[src/pkg/lcd_seg_pkg.sv]
// Purpose: shared constants for the segment panel controller
// Assumes: 8-bit processor data path, byte and single-bit writes
// Notes:   mode codes follow the display mode field encoding
package lcd_seg_pkg;
   localparam int        SEG_LINES     = 24;
   localparam int        COM_LINES     = 8;
   localparam int        SYNC_STAGES   = 3;
   // ----------------------------------------
   // register addresses
   // ----------------------------------------
   localparam logic [15:0] ADDR_SUPPLY   = 16'hffb0;
   localparam logic [15:0] ADDR_DISP     = 16'hffb1;
   localparam logic [15:0] ADDR_CLK      = 16'hffb2;
   localparam logic [15:0] ADDR_MEM_BASE = 16'hfa40;
   // ----------------------------------------
   // reset values and writable masks
   // ----------------------------------------
   localparam logic [7:0] RST_SUPPLY    = 8'h00;
   localparam logic [7:0] RST_DISP      = 8'h00;
   localparam logic [7:0] RST_CLK       = 8'h00;
   localparam logic [7:0] MASK_SUPPLY   = 8'h30;
   localparam logic [7:0] MASK_DISP     = 8'hd7;
   localparam logic [7:0] MASK_CLK      = 8'h77;
   // ----------------------------------------
   // field positions
   // ----------------------------------------
   localparam int        SUPPLY_LSB    = 4;
   localparam int        DISP_ON_BIT   = 7;
   localparam int        PIN_CTRL_BIT  = 6;
   localparam int        BOOST_BIT     = 4;
   localparam int        SRC_SEL_LSB   = 4;
   // ----------------------------------------
   // display modes and supply choices
   // ----------------------------------------
   localparam logic [2:0] MODE_SLICE8   = 3'h7;
   localparam logic [2:0] MODE_SLICE4   = 3'h0;
   localparam logic [2:0] MODE_SLICE3_B3 = 3'h1;
   localparam logic [2:0] MODE_SLICE2   = 3'h2;
   localparam logic [2:0] MODE_SLICE3_B2 = 3'h3;
   localparam logic [2:0] MODE_STATIC   = 3'h4;
   localparam logic [1:0] SUP_EXTERNAL  = 2'h0;
   localparam logic [1:0] SUP_INT_FULL  = 2'h1;
   localparam logic [1:0] SUP_INT_STEP  = 2'h3;
   // ----------------------------------------
   // divider exponents
   // ----------------------------------------
   localparam int        REF_DIV_BASE  = 5;
   localparam int        SLOW_DIV_EXP  = 3;
   localparam int        CL_DIV_BASE   = 4;
   localparam int        CL_SEL_MAX    = 5;
endpackage : lcd_seg_pkg

[src/lcd_segment_driver_control.sv]
// Purpose: segment panel controller: mode registers, display memory, scan
// Assumes: one 100 MHz clock REF_CLK, slow source clock arrives on a pin
// Notes:   waveform levels are given as select/scan codes to the analog stage
//
// Functional notes
// - six display modes, static up to 1/8 duty
// - six selectable frame frequencies per mode
// - 24 segment and 8 common outputs
// - commons four to seven only in eight-slice mode
// - segments 0-3, commons 4-7 are shared pins
// - eight-slice mode: 8 commons, 20 data segments
// - static mode: common zero, all 24 segments
// - 2/3/4 slices use commons below slice count
// - display memory fetched automatically each slice
// - generator switchable external or internal division
// - supply field bits 5:4 select generator type
// - supply register takes bit and byte writes
// - supply register resets to zero, external division
// - display register holds enable, pins, booster, mode
// - display register resets zero, bit/byte writable
// - display off deselects every segment output
// - pin control low grounds all panel pins
// - frame rate from panel clock and slices
`timescale 1ns/1ps
module lcd_segment_driver_control #(
   parameter int SEGS = 24,
   parameter int COMS = 8
) (
   input  wire logic        REF_CLK,
   input  wire logic        RST_N,
   input  wire logic [15:0] ADDR,
   input  wire logic        WR_EN,
   input  wire logic [7:0]  WDATA,
   input  wire logic        BIT_EN,
   input  wire logic [2:0]  BIT_POS,
   input  wire logic        BIT_VAL,
   input  wire logic        RD_EN,
   input  wire logic        SRC_CLK_PIN,
   output logic      [7:0]  RDATA,
   output logic      [lcd_seg_pkg::SEG_LINES-1:0] FRONTPLANE_LINE,
   output logic      [lcd_seg_pkg::COM_LINES-1:0] BACKPLANE_LINE,
   output logic             FRAME_POL,
   output logic             PIN_GROUND,
   output logic             SHARED_AS_COM,
   output logic      [1:0]  SUPPLY_SEL,
   output logic             BOOST_ON
);
   import lcd_seg_pkg::*;

   if (SEGS != SEG_LINES || COMS != COM_LINES) begin : g_size_check
      $error("line counts must match the panel layout");
   end

   // ----------------------------------------
   // registers and display memory
   // ----------------------------------------
   logic [7:0] drive_supply_mode;
   logic [7:0] display_mode_reg;
   logic [7:0] panel_clock_ctrl;
   logic [7:0] disp_mem [SEG_LINES];
   logic       hit_supply;
   logic       hit_disp;
   logic       hit_clk;
   logic       hit_mem;
   logic [15:0] mem_off;
   logic [4:0] mem_idx;

   assign hit_supply = (ADDR == ADDR_SUPPLY);
   assign hit_disp   = (ADDR == ADDR_DISP);
   assign hit_clk    = (ADDR == ADDR_CLK);
   assign mem_off    = ADDR - ADDR_MEM_BASE;
   assign hit_mem    = (ADDR >= ADDR_MEM_BASE) && (mem_off < 16'(SEG_LINES));
   assign mem_idx    = mem_off[4:0];

   // byte write replaces, bit write changes one bit; unused bits forced to zero
   function automatic logic [7:0] merged(input logic [7:0] old, input logic [7:0] mask);
      logic [7:0] v;
      v = old;
      if (WR_EN) begin
         v = WDATA;
      end else if (BIT_EN) begin
         v[BIT_POS] = BIT_VAL;
      end
      return v & mask;
   endfunction : merged

   always_ff @(posedge REF_CLK or negedge RST_N) begin
      if (!RST_N) begin
         drive_supply_mode <= RST_SUPPLY;
      end else if ((WR_EN || BIT_EN) && hit_supply) begin
         drive_supply_mode <= merged(drive_supply_mode, MASK_SUPPLY);
      end
   end
   always_ff @(posedge REF_CLK or negedge RST_N) begin
      if (!RST_N) begin
         display_mode_reg <= RST_DISP;
      end else if ((WR_EN || BIT_EN) && hit_disp) begin
         display_mode_reg <= merged(display_mode_reg, MASK_DISP);
      end
   end
   always_ff @(posedge REF_CLK or negedge RST_N) begin
      if (!RST_N) begin
         panel_clock_ctrl <= RST_CLK;
      end else if ((WR_EN || BIT_EN) && hit_clk) begin
         panel_clock_ctrl <= merged(panel_clock_ctrl, MASK_CLK);
      end
   end
   always_ff @(posedge REF_CLK) begin
      if ((WR_EN || BIT_EN) && hit_mem) begin
         disp_mem[mem_idx] <= merged(disp_mem[mem_idx], 8'hff);
      end
   end
   always_ff @(posedge REF_CLK or negedge RST_N) begin
      if (!RST_N) begin
         RDATA <= 8'h00;
      end else if (RD_EN) begin
         if (hit_supply) begin
            RDATA <= drive_supply_mode;
         end else if (hit_disp) begin
            RDATA <= display_mode_reg;
         end else if (hit_clk) begin
            RDATA <= panel_clock_ctrl;
         end else if (hit_mem) begin
            RDATA <= disp_mem[mem_idx];
         end else begin
            RDATA <= 8'h00;
         end
      end
   end

   // ----------------------------------------
   // field decode
   // ----------------------------------------
   logic       disp_on;
   logic       pin_ctrl;
   logic [2:0] mode;
   logic [3:0] n_slices;
   logic       mode_ok;
   logic [2:0] src_sel;
   logic [2:0] cl_sel;
   assign disp_on  = display_mode_reg[DISP_ON_BIT];
   assign pin_ctrl = display_mode_reg[PIN_CTRL_BIT];
   assign mode     = display_mode_reg[2:0];
   assign src_sel  = panel_clock_ctrl[SRC_SEL_LSB +: 3];
   assign cl_sel   = panel_clock_ctrl[2:0];
   always_comb begin
      unique case (mode)
         MODE_SLICE8:    n_slices = 4'h8;
         MODE_SLICE4:    n_slices = 4'h4;
         MODE_SLICE3_B3: n_slices = 4'h3;
         MODE_SLICE2:    n_slices = 4'h2;
         MODE_SLICE3_B2: n_slices = 4'h3;
         MODE_STATIC:    n_slices = 4'h1;
         default:        n_slices = 4'h0;
      endcase
   end
   assign mode_ok = (n_slices != 4'h0);

   // ----------------------------------------
   // source clock pin synchroniser
   // ----------------------------------------
   logic [SYNC_STAGES-1:0] src_sync;
   logic                   src_lvl;
   logic                   pin_edge;

   always_ff @(posedge REF_CLK or negedge RST_N) begin
      if (!RST_N) begin
         src_sync <= '0;
      end else begin
         src_sync <= {src_sync[SYNC_STAGES-2:0], SRC_CLK_PIN};
      end
   end
   // level accepted only when the second and third stages agree
   always_ff @(posedge REF_CLK or negedge RST_N) begin
      if (!RST_N) begin
         src_lvl <= 1'b0;
      end else if (src_sync[1] == src_sync[2]) begin
         src_lvl <= src_sync[2];
      end
   end
   assign pin_edge = (src_sync[1] == src_sync[2]) && src_sync[2] && !src_lvl;

   // ----------------------------------------
   // source clock selection and panel clock divider
   // ----------------------------------------
   logic [7:0] ref_cnt;
   logic [2:0] slow_cnt;
   logic [8:0] cl_cnt;
   logic [7:0] ref_mask;
   logic [8:0] cl_mask;
   logic       src_tick;
   logic       cl_tick;

   always_ff @(posedge REF_CLK or negedge RST_N) begin
      if (!RST_N) begin
         ref_cnt <= 8'h00;
      end else begin
         ref_cnt <= ref_cnt + 8'h01;
      end
   end
   always_ff @(posedge REF_CLK or negedge RST_N) begin
      if (!RST_N) begin
         slow_cnt <= 3'h0;
      end else if (pin_edge) begin
         slow_cnt <= slow_cnt + 3'h1;
      end
   end
   always_comb begin
      ref_mask = 8'((16'h1 << (REF_DIV_BASE + int'(src_sel))) - 16'h1);
      cl_mask  = 9'((16'h1 << (CL_DIV_BASE + int'(cl_sel))) - 16'h1);
      unique case (src_sel)
         3'h0:                src_tick = pin_edge;
         3'h1, 3'h2, 3'h3:    src_tick = &(ref_cnt | ~ref_mask);
         3'h4:                src_tick = pin_edge && (&slow_cnt[SLOW_DIV_EXP-1:0]);
         default:             src_tick = 1'b0;
      endcase
   end
   always_ff @(posedge REF_CLK or negedge RST_N) begin
      if (!RST_N) begin
         cl_cnt <= 9'h000;
      end else if (src_tick) begin
         cl_cnt <= cl_cnt + 9'h001;
      end
   end
   // six divide ratios, each usable in every mode
   assign cl_tick = src_tick && (int'(cl_sel) <= CL_SEL_MAX)
                    && (&(cl_cnt | ~cl_mask));

   // ----------------------------------------
   // time slice scan
   // ----------------------------------------
   logic [2:0] slice;
   logic       last_slice;

   assign last_slice = ({1'b0, slice} + 4'h1 >= n_slices);
   // one frame is n_slices panel clock periods
   always_ff @(posedge REF_CLK or negedge RST_N) begin
      if (!RST_N) begin
         slice <= 3'h0;
      end else if (!mode_ok || {1'b0, slice} >= n_slices) begin
         slice <= 3'h0;
      end else if (cl_tick) begin
         slice <= last_slice ? 3'h0 : slice + 3'h1;
      end
   end
   always_ff @(posedge REF_CLK or negedge RST_N) begin
      if (!RST_N) begin
         FRAME_POL <= 1'b0;
      end else if (cl_tick && mode_ok && last_slice) begin
         FRAME_POL <= !FRAME_POL;
      end
   end

   // ----------------------------------------
   // panel line drive
   // ----------------------------------------
   logic [SEG_LINES-1:0] next_front;
   logic [COM_LINES-1:0] next_back;
   logic [2:0]           scan_slice;
   // a slice left from a longer mode never lights a common this mode lacks
   assign scan_slice = ({1'b0, slice} < n_slices) ? slice : 3'h0;
   always_comb begin
      next_front = '0;
      next_back  = '0;
      if (pin_ctrl && mode_ok) begin
         next_back = COM_LINES'(1) << scan_slice;
         if (disp_on) begin
            for (int s = 0; s < SEG_LINES; s++) begin
               next_front[s] = disp_mem[s][scan_slice];
            end
            if (mode == MODE_SLICE8) begin
               next_front[3:0] = 4'h0;
            end
         end
      end
   end
   always_ff @(posedge REF_CLK or negedge RST_N) begin
      if (!RST_N) begin
         FRONTPLANE_LINE <= '0;
         BACKPLANE_LINE  <= '0;
         PIN_GROUND      <= 1'b1;
      end else begin
         FRONTPLANE_LINE <= next_front;
         BACKPLANE_LINE  <= next_back;
         PIN_GROUND      <= !pin_ctrl;
      end
   end
   always_ff @(posedge REF_CLK or negedge RST_N) begin
      if (!RST_N) begin
         SHARED_AS_COM <= 1'b0;
         SUPPLY_SEL    <= SUP_EXTERNAL;
         BOOST_ON      <= 1'b0;
      end else begin
         SHARED_AS_COM <= (mode == MODE_SLICE8);
         SUPPLY_SEL    <= drive_supply_mode[SUPPLY_LSB +: 2];
         BOOST_ON      <= display_mode_reg[BOOST_BIT];
      end
   end
endmodule : lcd_segment_driver_control

[config.mk]
export PLATFORM = sky130hd
export DESIGN_NAME = lcd_segment_driver_control
export DESIGN_NICKNAME = d
export VERILOG_FILES = /design/src/pkg/lcd_seg_pkg.sv /design/src/lcd_segment_driver_control.sv
export SDC_FILE = /design/constraint.sdc
export NUM_CORES = 1
export LEC_CHECK = 0
export ABC_AREA = 0
export BUFFER_PORTS_ARGS = -buffer_cell sky130_fd_sc_hd__buf_2
export CAP_MARGIN = 40
export CORE_ASPECT_RATIO = 0.9
export CORE_UTILIZATION = 25
export DETAILED_ROUTE_END_ITERATION = 7
export GPL_TIMING_DRIVEN = 0
export PLACE_DENSITY = 0.49
export SLEW_MARGIN = 10
export SYNTH_ARGS = -nofsm -noshare
export SYNTH_HDL_FRONTEND = slang
export SYNTH_SLANG_ARGS = --single-unit
[constraint.sdc]
create_clock -name REF_CLK -period 3.4 [get_ports REF_CLK]
set_clock_uncertainty 0.05 [all_clocks]
set_input_delay 0.51 -clock REF_CLK [delete_from_list [all_inputs] [get_ports REF_CLK]]
set_output_delay 0.51 -clock REF_CLK [all_outputs]
set_load 0.005 [all_outputs]
==> results.txt, run 1 <==
first-pass GRT wire length: 77870 um
WP data required: 3.53 ns
Post-Layout Cell Count: 2185
post-synth cell types: 69
Rows: 86
biggest regs: disp_mem x256, FRONTPLANE_LINE x24, cl_cnt x9
Max-cap violations: 0
routed len/inst: 25.00 um
mapped cell area: 0.01565 mm^2
vias in the first global route: 10.96k
Area Growth Syn to Fin: 21.73%
Die ar.: 0.06361 mm^2
# IOs: 80
Crit Path Class: input port to register
minimum clock period: 3.451 ns
Routed Antenna Nets: 0
hold crit path type: input port to register
clock buffer depth: 3
via/cell ratio: 5.078
CP startpoint kind: input port
FFs w/ async S/R, synth: 0.2536
clock sink count: 343
Die H: 239.4 um
Highest Clock Rate: 289.8 MHz
DRC: 0
RSZ-0062 raised after global routing: yes
CTS tree: built
final period utilization: 1.015
later-pin clock latency in the skew report: 0.58 ns
top cell type's share of synthesized area: 0.4912
flop and latch count out of synthesis: 343
Power Dens Cells: 604.9 mW/mm^2
worst reg2reg setup slack: 0.05 ns
GRT Total Usage: 0.1711
outcome: finished with violations
Crit. End Element: register
Hold Fails Final Rpt: 0
Final Setup Violations: 16
starting density of the core: 0.2543
number of synthesized flops with an enable pin: 256
Primary FF master, synth: edfxtp_1
CP arrival: 3.58 ns
CTS clk-pin slew, worst paths: 0.06 ns
total power draw: 11.52 mW
largest net degree at the start of global routing: 54
Routed WL: 54620 um
Static Leak: 6.931 nW
cell accounting for the most synthesized area: edfxtp_1
Top reg by flops: disp_mem
Layout Nets: 1366
Seq/Total Area, Yosys: 0.6304
fillers: 6252
Max rail drop VDD: 0.2848 mV
Slew Viols, Final: 0
Largest register FFs: 256
Worst Tran Pin Value: 0.9482 ns
GP Congestion: 0.9328
H-tree Lvls: 2
TritonCTS Buffers: 39
setup ws final: -0.05108 ns
via count: 11.10k
DRT iter0 DRCs: 1301
Max-slew headroom: 0.3679
initial antenna violation count: 4
post-layout utilization of the core: 0.3095
Mapped Cells: 1118
core area: 0.06155 mm^2
Yosys Warn Count: 0
first-pass iteration count of the detailed router: 5
Placed Cells incl. Taps: 2109
layout cells sized above 1: 0.2129
WHS: 0.2926 ns
most frequent cell after synthesis: edfxtp_1
violated checks: negative setup slack
# port buffers: 77
GR Overflow Total: 0
clk root buf: clkbuf_16
top cells by count, synth: edfxtp_1, nor2_1, dfrtp_1
Synth Area per Inst: 14.00 um^2
CP max FO: 11
Synth area leaders: edfxtp_1, dfrtp_1, mux4_2, o21ai_0, nor2_1
DIE WIDTH: 265.7 um
hpwl dp: 39070 um
[report_power, final]
group          internal, mW  switching (mW)
combinational         0.770            1.63
clock                  2.48            1.80
sequential             4.73           0.116
[cells in the final DEF, fill, tap and decap left out, drive strengths merged, types with 8 or more instances in the layout]
master and instances:
a21oi 36, a22o 8, a22oi 20, a31oi 19
buf 123, clkbuf 100, conb 65, dfrtp 86
edfxtp 256, ha 15, inv 32, mux2 18
mux2i 26, mux4 65, nand2 68, nand2b 9
nand3 19, nor2 92, nor2b 15, nor3 11
o211ai 17, o21ai 79, o221ai 20, o22ai 25
o31ai 12, or3 8, xnor2 8, xor2 12
[per-layer routing]
metal	share of wire	up-vias	global-route usage
met5	0.00024	-	0
met4	0.042	2	0.07106
met3	0.10	135	0.04729
met2	0.45	587	0.2616
met1	0.41	5650	0.2275
li1	-	4722	-
[layout make-up]
cell class	count	area, um^2	area share
well taps	836	1046	0.05491
diodes	1	2.502	0.0001314
flip-flops and latches	343	9866	0.5179
plain buffers	69	350.3	0.01839
repair buffers	98	733.2	0.03849
multi-input cells	737	5665	0.2974
clock buffers	58	1137	0.05970
clock inverters	14	137.6	0.007224
inverters	29	112.6	0.005911
[cell families (layout without fill, tap and decap cells)]
family / count (synthesis) / count (layout) / share of synthesized area
compound gates: 275 / 275 / 0.1153
xor+xnor: 20 / 20 / 0.01119
fa+ha+maj: 15 / 15 / 0.01199
buf+inv: 101 / 268 / 0.02886
flops: 343 / 343 / 0.6304
mux: 109 / 109 / 0.1255
other cells: 2 / 66 / 0.0004799
simple gates: 253 / 253 / 0.07627
[stage by stage]
stage | setup TNS (ns) | setup WS (ns) | instance area [um^2]
global placement | -431.99 | -2.419 | 17320
finish | -0.5804 | -0.05108 | 19050
floorplan | 0 | 0.3918 | 15890
global route | -0.9305 | -0.07081 | 19050
detailed placement | -149.41 | -1.593 | 17650
CTS | 0 | 0.001930 | 19040
[critical path, stage by stage]
cell	delay (ns)
buf_2	0.22
buf_2	0.48
buf_2	0.52
nor2b_1	0.55
nand2_1	0.50
nor2_1	0.79
[worst paths after layout]
check / start / endpoint / depth (start not counted)
max in group asynchronous: RST_N / FRONTPLANE_LINE[20] / 3
max reg2reg: slice[0] / FRONTPLANE_LINE[1] / 11
min: RD_EN / RDATA[1] / 3
min in group asynchronous: RST_N / slow_cnt[0] / 2
min reg2reg: src_sync[0] / src_sync[1] / 0
max: ADDR[1] / disp_mem[18][5] / 6
[timing repair]
item                       CTS  global route
resized for setup           23             5
buffers inserted             4             0
setup endpoints to repair   65            39
pin swaps                    2             0
gates cloned                 0             0
hold buffers                 2             0
hold endpoints to repair    34             0
Power figures use the tool's default switching activity.
==> inputs of run 2 (changes only) <==
--- a/config.mk
+++ b/config.mk
@@ -12,7 +12,7 @@
 export CORE_UTILIZATION = 25
 export DETAILED_ROUTE_END_ITERATION = 7
 export GPL_TIMING_DRIVEN = 0
-export PLACE_DENSITY = 0.49
+export PLACE_DENSITY_LB_ADDON = 0.05
 export SLEW_MARGIN = 10
 export SYNTH_ARGS = -nofsm -noshare
 export SYNTH_HDL_FRONTEND = slang
==> results.txt, run 2 (synthesis results as in run 1) <==
Rows: 86 (unchanged)
Highest Clock Rate: 291.2 MHz (was 289.8 MHz)
Post-Layout Cell Count: 2213 (was 2185)
Routed WL: 62990 um (was 54620 um)
RSZ-0062 raised after global routing: no (was yes)
diodes inserted: 0 (was 1)
largest net degree at the start of global routing: 71 (was 54)
Power Dens Cells: 640.5 mW/mm^2 (was 604.9 mW/mm^2)
Crit. End Element: register (unchanged)
minimum clock period: 3.434 ns (was 3.451 ns)
later-pin clock latency in the skew report: 0.58 ns (about the same)
WHS: 0.2805 ns (was 0.2926 ns)
hpwl dp: 45540 um (was 39070 um)
core area: 0.06155 mm^2 (unchanged)
via count: 10.92k (was 11.10k)
first-pass GRT wire length: 87890 um (was 77870 um)
Max stage delay on crit path: 0.43 ns (was 0.79 ns)
H-tree Lvls: 2 (unchanged)
DRC: 0 (unchanged)
violated checks: negative setup slack (unchanged)
pre-CTS setup slack: -1.221 ns (was -1.593 ns)
via/cell ratio: 4.933 (was 5.078)
worst hold path depth: 3 (unchanged)
total power draw: 12.53 mW (was 11.52 mW)
Static Leak: 7.199 nW (was 6.931 nW)
Worst Tran Pin Value: 0.9336 ns (was 0.9482 ns)
final period utilization: 1.010 (was 1.015)
starting density of the core: 0.2543 (unchanged)
outcome: finished with violations (unchanged)
WP data required: 3.75 ns (was 3.53 ns)
# port buffers: 77 (unchanged)
Hold Fails Final Rpt: 0 (unchanged)
GR Overflow Total: 0 (unchanged)
first-pass iteration count of the detailed router: 5 (unchanged)
CTS clk-pin slew, worst paths: 0.06 ns (about the same)
multi-input logic area: 0.005697 mm^2 (was 0.005665 mm^2)
Max rail drop VDD: 0.4604 mV (was 0.2848 mV)
routed len/inst: 28.46 um (was 25.00 um)
Area Growth Syn to Fin: 25.02% (was 21.73%)
worst reg2reg setup slack: -0.03 ns (was 0.05 ns)
Fin Setup TNS: -0.03423 ns (was -0.5804 ns)
Top reg by flops: disp_mem (unchanged)
Max-slew headroom: 0.3776 (was 0.3679)
Placed Cells incl. Taps: 2130 (was 2109)
CP startpoint kind: register (was input port)
TritonCTS Buffers: 43 (was 39)
Crit Path Class: register to register (was input port to register)
clock buffer depth: 3 (unchanged)
clock sink count: 343 (unchanged)
Max-cap violations: 0 (unchanged)
Die H: 239.4 um (unchanged)
Routed Antenna Nets: 0 (unchanged)
Largest register FFs: 256 (unchanged)
setup ws final: -0.03423 ns (was -0.05108 ns)
Die ar.: 0.06361 mm^2 (unchanged)
most frequent cells in the layout: edfxtp_1, nor2_1, dfrtp_1 (was edfxtp_1, nor2_1, buf_2)
# IOs: 80 (unchanged)
Slew Viols, Final: 0 (unchanged)
most common cell after layout, fill and taps aside: edfxtp_1 (unchanged)
DIE WIDTH: 265.7 um (unchanged)
biggest regs: disp_mem x256, FRONTPLANE_LINE x24, cl_cnt x9 (unchanged)
R2R depth: 13 (was 11)
crit-path cells: buf_2 > inv_4 > clkbuf_1 > buf_6 > ha_1 > nor2b_1 > o21a_1 > o21ai_4 > buf_6 > buf_4 > a31oi_1 > o221ai_1 > a21oi_1 (was buf_2 > buf_2 > buf_2 > nor2b_1 > nand2_1 > nor2_1)
Final Setup Violations: 1 (was 16)
hold crit path type: input port to register (unchanged)
CTS tree: built (unchanged)
CP arrival: 3.78 ns (was 3.58 ns)
CP max-delay cell: dfrtp_1 (was nor2_1)
fillers: 6280 (was 6252)
CP max FO: 10 (was 11)
initial antenna violation count: 4 (unchanged)
vias in the first global route: 11.04k (was 10.96k)
GP Congestion: 0.9219 (was 0.9328)
DRT iter0 DRCs: 905 (was 1301)
layout cells sized above 1: 0.2353 (was 0.2129)
Layout Nets: 1391 (was 1366)
sequential cell area: 0.009866 mm^2 (unchanged)
GRT Total Usage: 0.1995 (was 0.1711)
clk root buf: clkbuf_16 (unchanged)
cell mode on critical path: buf_6 (was buf_2)
-- run 2: cell types whose count changed in the layout (fill, tap and decap cells not counted), sizes merged --
| cell | previous run | this run |
|---|---|---|
| buf | 123 | 143 |
| bufinv | 2 | 8 |
| clkbuf | 100 | 98 |
| clkinv | 7 | 11 |
| diode | 1 | 0 |
| clkinvlp | 2 | 3 |
-- run 2: repair_timing --
action                                 in CTS  in global routing
endpoints found under the hold margin      18                  0
buffers inserted                            0                  3
resized for setup                          29                 12
pin swaps                                   0                  1
setup endpoints to repair                 176                103
hold buffers                                2                  0
-- run 2: final timing paths --
kind,to,start
min in group asynchronous,FRONTPLANE_LINE[16],RST_N
worst max register to register,FRONTPLANE_LINE[14],slice[0]
max in group asynchronous,PIN_GROUND,RST_N
worst min register to register,src_sync[1],src_sync[0]
worst max-delay path,FRONTPLANE_LINE[14],slice[0]
worst min-delay path,display_mode_reg[7],WDATA[7]
-- run 2: where the power goes --
group / switching, mW / internal (mW) / total, mW
registers: 0.120 / 4.73 / 4.85
clock network: 1.94 / 3.11 / 5.05
logic: 1.79 / 0.844 / 2.63
total: 3.85 / 8.68 / 12.5
-- run 2: critical path: cells and delay by family (launching register included) --
family / cells / cell delay (ns)
simple gates: 1 / 0.06
compound gates: 5 / 1.17
fa+ha+maj: 1 / 0.18
buf+inv: 6 / 1.33
flops: 1 / 0.43
-- run 2: through the flow --
stage | util | area [um^2]
2_1_floorplan | - | 15890
3_3_place_gp | 0.2814 | 17320
3_5_place_dp | 0.2902 | 17860
4_1_cts | 0.3171 | 19520
5_1_grt | 0.3179 | 19570
6_report | 0.3179 | 19570
-- run 2: area by class of cell --
| cell class | count | area share |
|---|---|---|
| Sequential cell | 343 | 0.5042 |
| Inverter | 29 | 0.005691 |
| Timing Repair Buffer | 119 | 0.04758 |
| Clock buffer | 55 | 0.06100 |
| Tap cell | 836 | 0.05346 |
| Multi-Input combinational cell | 737 | 0.2911 |
| Buffer | 69 | 0.01893 |
| Clock inverter | 25 | 0.01797 |
-- run 2: layer usage --
layer / GRT usage / share of wire / vias to the layer above
met4: 0.05347 / 0.023 / 2
met1: 0.2827 / 0.47 / 5710
met3: 0.03033 / 0.050 / 86
li1: - / - / 4778
met5: 0 / 0.00013 / -
met2: 0.3163 / 0.46 / 340
==> inputs of run 3 (changes only) <==
--- a/config.mk
+++ b/config.mk
@@ -5,11 +5,11 @@
 export SDC_FILE = /design/constraint.sdc
 export NUM_CORES = 1
 export LEC_CHECK = 0
-export ABC_AREA = 0
+export ABC_AREA = 1
 export BUFFER_PORTS_ARGS = -buffer_cell sky130_fd_sc_hd__buf_2
 export CAP_MARGIN = 40
 export CORE_ASPECT_RATIO = 0.9
-export CORE_UTILIZATION = 25
+export CORE_UTILIZATION = 50
 export DETAILED_ROUTE_END_ITERATION = 7
 export GPL_TIMING_DRIVEN = 0
 export PLACE_DENSITY_LB_ADDON = 0.05
==> results.txt, run 3 <==
outcome: finished with violations (unchanged)
violated checks: design-rule violations (was negative setup slack)
uppermost layer routed: met4 (was met5)
final period utilization: 0.9458 (was 1.010)
post-synthesis compound-gate area fraction: 0.05917 (was 0.1153)
initial antenna violation count: 1 (was 4)
metal2 WL: 20800 um (was 29000 um)
starting density of the core: 0.5109 (was 0.2543)
GR Overflow Total: 0 (unchanged)
setup ws final: 0.1844 ns (was -0.03423 ns)
Crit. End Element: register (unchanged)
Fin Setup TNS: 0 ns (was -0.03423 ns)
Top reg by flops: disp_mem (unchanged)
minimum clock period: 3.216 ns (was 3.434 ns)
Largest register FFs: 256 (unchanged)
met3 wire length: 5570 um (was 3174 um)
fillers: 2846 (was 6280)
Routed Antenna Nets: 0 (unchanged)
fin area: 0.01896 mm^2 (was 0.01957 mm^2)
mapped cell area: 0.01637 mm^2 (was 0.01565 mm^2)
clock buffer depth: 3 (unchanged)
Max-slew headroom: 0.3770 (was 0.3776)
clk root buf: clkbuf_16 (unchanged)
Die ar.: 0.03346 mm^2 (was 0.06361 mm^2)
sw power: 2.201 mW (was 3.852 mW)
post-synthesis simple-gate area fraction: 0.2565 (was 0.07627)
post-synth cell types: 46 (was 69)
layout cells sized above 1: 0.1087 (was 0.2353)
adder-cell share of the synthesized area: 0.01147 (was 0.01199)
Routed WL: 50050 um (was 62990 um)
Area Growth Syn to Fin: 15.82% (was 25.02%)
Max stage delay on crit path: 0.46 ns (was 0.43 ns)
mux cell area share after synthesis: 0.007415 (was 0.1255)
wire length on met1: 21420 um (was 29380 um)
Placed Cells incl. Taps: 2366 (was 2130)
Max-cap violations: 0 (unchanged)
CP startpoint kind: input port (was register)
most common cell after layout, fill and taps aside: nand2_1 (was edfxtp_1)
most frequent cell after synthesis: nand2_1 (was edfxtp_1)
WP data required: 3.63 ns (was 3.75 ns)
Final Setup Violations: 0 (was 1)
Power Dens Cells: 499.8 mW/mm^2 (was 640.5 mW/mm^2)
CP arrival: 3.45 ns (was 3.78 ns)
Slew Viols, Final: 0 (unchanged)
Int Pwr: 7.275 mW (was 8.680 mW)
CP max-delay cell: nand2_1 (was dfrtp_1)
number of synthesized flops with an enable pin: 256 (unchanged)
buffer and inverter count on the worst path: 5 (was 6)
Die H: 173.6 um (was 239.4 um)
Worst Tran Pin Value: 0.9344 ns (was 0.9336 ns)
cell mode on critical path: nand2_1 (was buf_6)
GP Congestion: 1.016 (was 0.9219)
Primary FF master, synth: edfxtp_1 (unchanged)
switching share of power: 0.2323 (was 0.3074)
Layout Nets: 2041 (was 1391)
via/cell ratio: 5.442 (was 4.933)
first-pass iteration count of the detailed router: 7 (was 5)
Synth Area in XOR/XNOR: 0.006956 (was 0.01119)
diodes inserted: 0 (unchanged)
RSZ-0062 raised after global routing: no (unchanged)
crit-path cells: buf_2 > inv_2 > nand2_2 > inv_2 > buf_2 > nand2_1 > nand4_1 > nand2_1 > nand2_1 > nor2_1 > nand2_1 > nand2_1 > nand2_1 > buf_8 (was buf_2 > inv_4 > clkbuf_1 > buf_6 > ha_1 > nor2b_1 > o21a_1 > o21ai_4 > buf_6 > buf_4 > a31oi_1 > o221ai_1 > a21oi_1)
Rows: 62 (was 86)
Area after DPL: 0.01771 mm^2 (was 0.01786 mm^2)
Seq/Total Area, Yosys: 0.6027 (was 0.6304)
CTS clk-pin slew, worst paths: 0.06 ns (about the same)
top cells by count, synth: nand2_1, nor2_1, edfxtp_1 (was edfxtp_1, nor2_1, dfrtp_1)
sequential share of power: 0.496 (was 0.387)
cell accounting for the most synthesized area: edfxtp_1 (unchanged)
pre-CTS setup slack: -0.2862 ns (was -1.221 ns)
PostCTS Resize Cnt: 0 (was 29)
first-pass GRT wire length: 74520 um (was 87890 um)
Highest Clock Rate: 311.0 MHz (was 291.2 MHz)
Crit Path Class: input port to register (was register to register)
# IOs: 80 (unchanged)
vias in the first global route: 12.24k (was 11.04k)
sequential cell area: 0.009866 mm^2 (unchanged)
CTS tree: built (unchanged)
Max rail drop VDD: 0.4109 mV (was 0.4604 mV)
later-pin clock latency in the skew report: 0.55 ns (was 0.58 ns)
Yosys Warn Count: 0 (unchanged)
DIE WIDTH: 192.7 um (was 265.7 um)
Synth Area per Inst: 9.083 um^2 (was 14.00 um^2)
hold crit path type: input port to register (unchanged)
DRC: 10 (was 0)
H-tree Lvls: 2 (unchanged)
FFs w/ async S/R, synth: 0.2536 (unchanged)
multi-input logic area: 0.005836 mm^2 (was 0.005697 mm^2)
Clock Power Share: 0.433 (was 0.403)
flop and latch count out of synthesis: 343 (unchanged)
core area: 0.03204 mm^2 (was 0.06155 mm^2)
Post-Layout Cell Count: 2439 (was 2213)
DRT iter0 DRCs: 1528 (was 905)
CP delay by family, top: simple AND/OR/NAND/NOR gates (was buffers and inverters)
via count: 13.27k (was 10.92k)
Synth area leaders: edfxtp_1, nand2_1, dfrtp_1, nor2_1, inv_1 (was edfxtp_1, dfrtp_1, mux4_2, o21ai_0, nor2_1)
largest family of logic cells by synthesized area: simple AND/OR/NAND/NOR gates (was multiplexers)
clock sink count: 343 (unchanged)
CP max FO: 19 (was 10)
routed len/inst: 20.52 um (was 28.46 um)
top cell type's share of synthesized area: 0.4697 (was 0.4912)
hpwl dp: 35230 um (was 45540 um)
# port buffers: 75 (was 77)
TritonCTS Buffers: 39 (was 43)
largest net degree at the start of global routing: 63 (was 71)
Mapped Cells: 1802 (was 1118)
Static Leak: 8.529 nW (was 7.199 nW)
most frequent cells in the layout: nand2_1, nor2_1, edfxtp_1 (was edfxtp_1, nor2_1, dfrtp_1)
Hold Fails Final Rpt: 0 (unchanged)
Logic pwr share: 0.071 (was 0.210)
GRT Total Usage: 0.3073 (was 0.1995)
biggest regs: disp_mem x256, FRONTPLANE_LINE x24, cl_cnt x9 (unchanged)
[run 3: layout make-up]
| type | count | share of cell area |
|---|---|---|
| Sequential cell | 343 | 0.5204 |
| Multi-Input combinational cell | 1317 | 0.3078 |
| Clock buffer | 56 | 0.05643 |
| Timing Repair Buffer | 86 | 0.03128 |
| Tap cell | 416 | 0.02746 |
| Inverter | 137 | 0.02713 |
| Buffer | 68 | 0.02066 |
| Clock inverter | 16 | 0.008844 |
[run 3: path summary, 6_finish.rpt]
check | endpoint | cells after the start | slack, ns | from
worst max-delay path | disp_mem[4][2] | 14 | 0.18 | ADDR[1]
worst min-delay path | src_sync[0] | 1 | 0.02 | SRC_CLK_PIN
worst max register to register | FRONTPLANE_LINE[6] | 12 | 0.34 | display_mode_reg[2]
worst min register to register | src_sync[1] | 0 | 0.31 | src_sync[0]
max in group asynchronous | PIN_GROUND | 3 | 2.19 | RST_N
min in group asynchronous | FRONTPLANE_LINE[10] | 2 | 0.41 | RST_N
[run 3: metal layers]
layer | vias up | GRT usage
met5 | - | 0
met4 | 0 | 0.1342
met3 | 139 | 0.05789
met2 | 689 | 0.4340
met1 | 6243 | 0.4585
li1 | 6202 | -
[run 3: power groups by stage]
stage,logic [mW],registers [mW],clock network (mW)
global route,0.732,4.71,4.34
floorplan,0.325,4.78,0
global placement,0.597,4.79,0
finish,0.674,4.70,4.10
detailed placement,0.660,4.79,0
CTS,0.664,4.70,4.15
[run 3: stage by stage]
| stage | total power [mW] | utilization | hold WS, ns |
|---|---|---|---|
| floorplan | 5.106 | - | 0.1644 |
| global placement | 5.389 | 0.5462 | 0.2837 |
| detailed placement | 5.446 | 0.5528 | 0.2966 |
| CTS | 9.519 | 0.5917 | 0.002911 |
| global route | 9.777 | 0.5917 | 0.005144 |
| finish | 9.476 | 0.5917 | 0.02385 |
[run 3: cell families (layout without fill, tap and decap cells)]
| group | Yosys count | after routing |
|---|---|---|
| buffers and inverters | 205 | 363 |
| adders and majority gates | 15 | 15 |
| xor gates and xnor gates | 13 | 13 |
| other | 2 | 65 |
| muxes | 12 | 12 |
| and+or+nand+nor | 1035 | 1035 |
| AOI/OAI and AO/OA | 177 | 177 |
| DFF | 343 | 343 |
[run 3: repair_timing]
action                                  in CTS  in global routing
setup buffers                                0                  0
hold buffers                                 1                  0
endpoints found under the setup margin       0                  0
endpoints found under the hold margin       25                  0
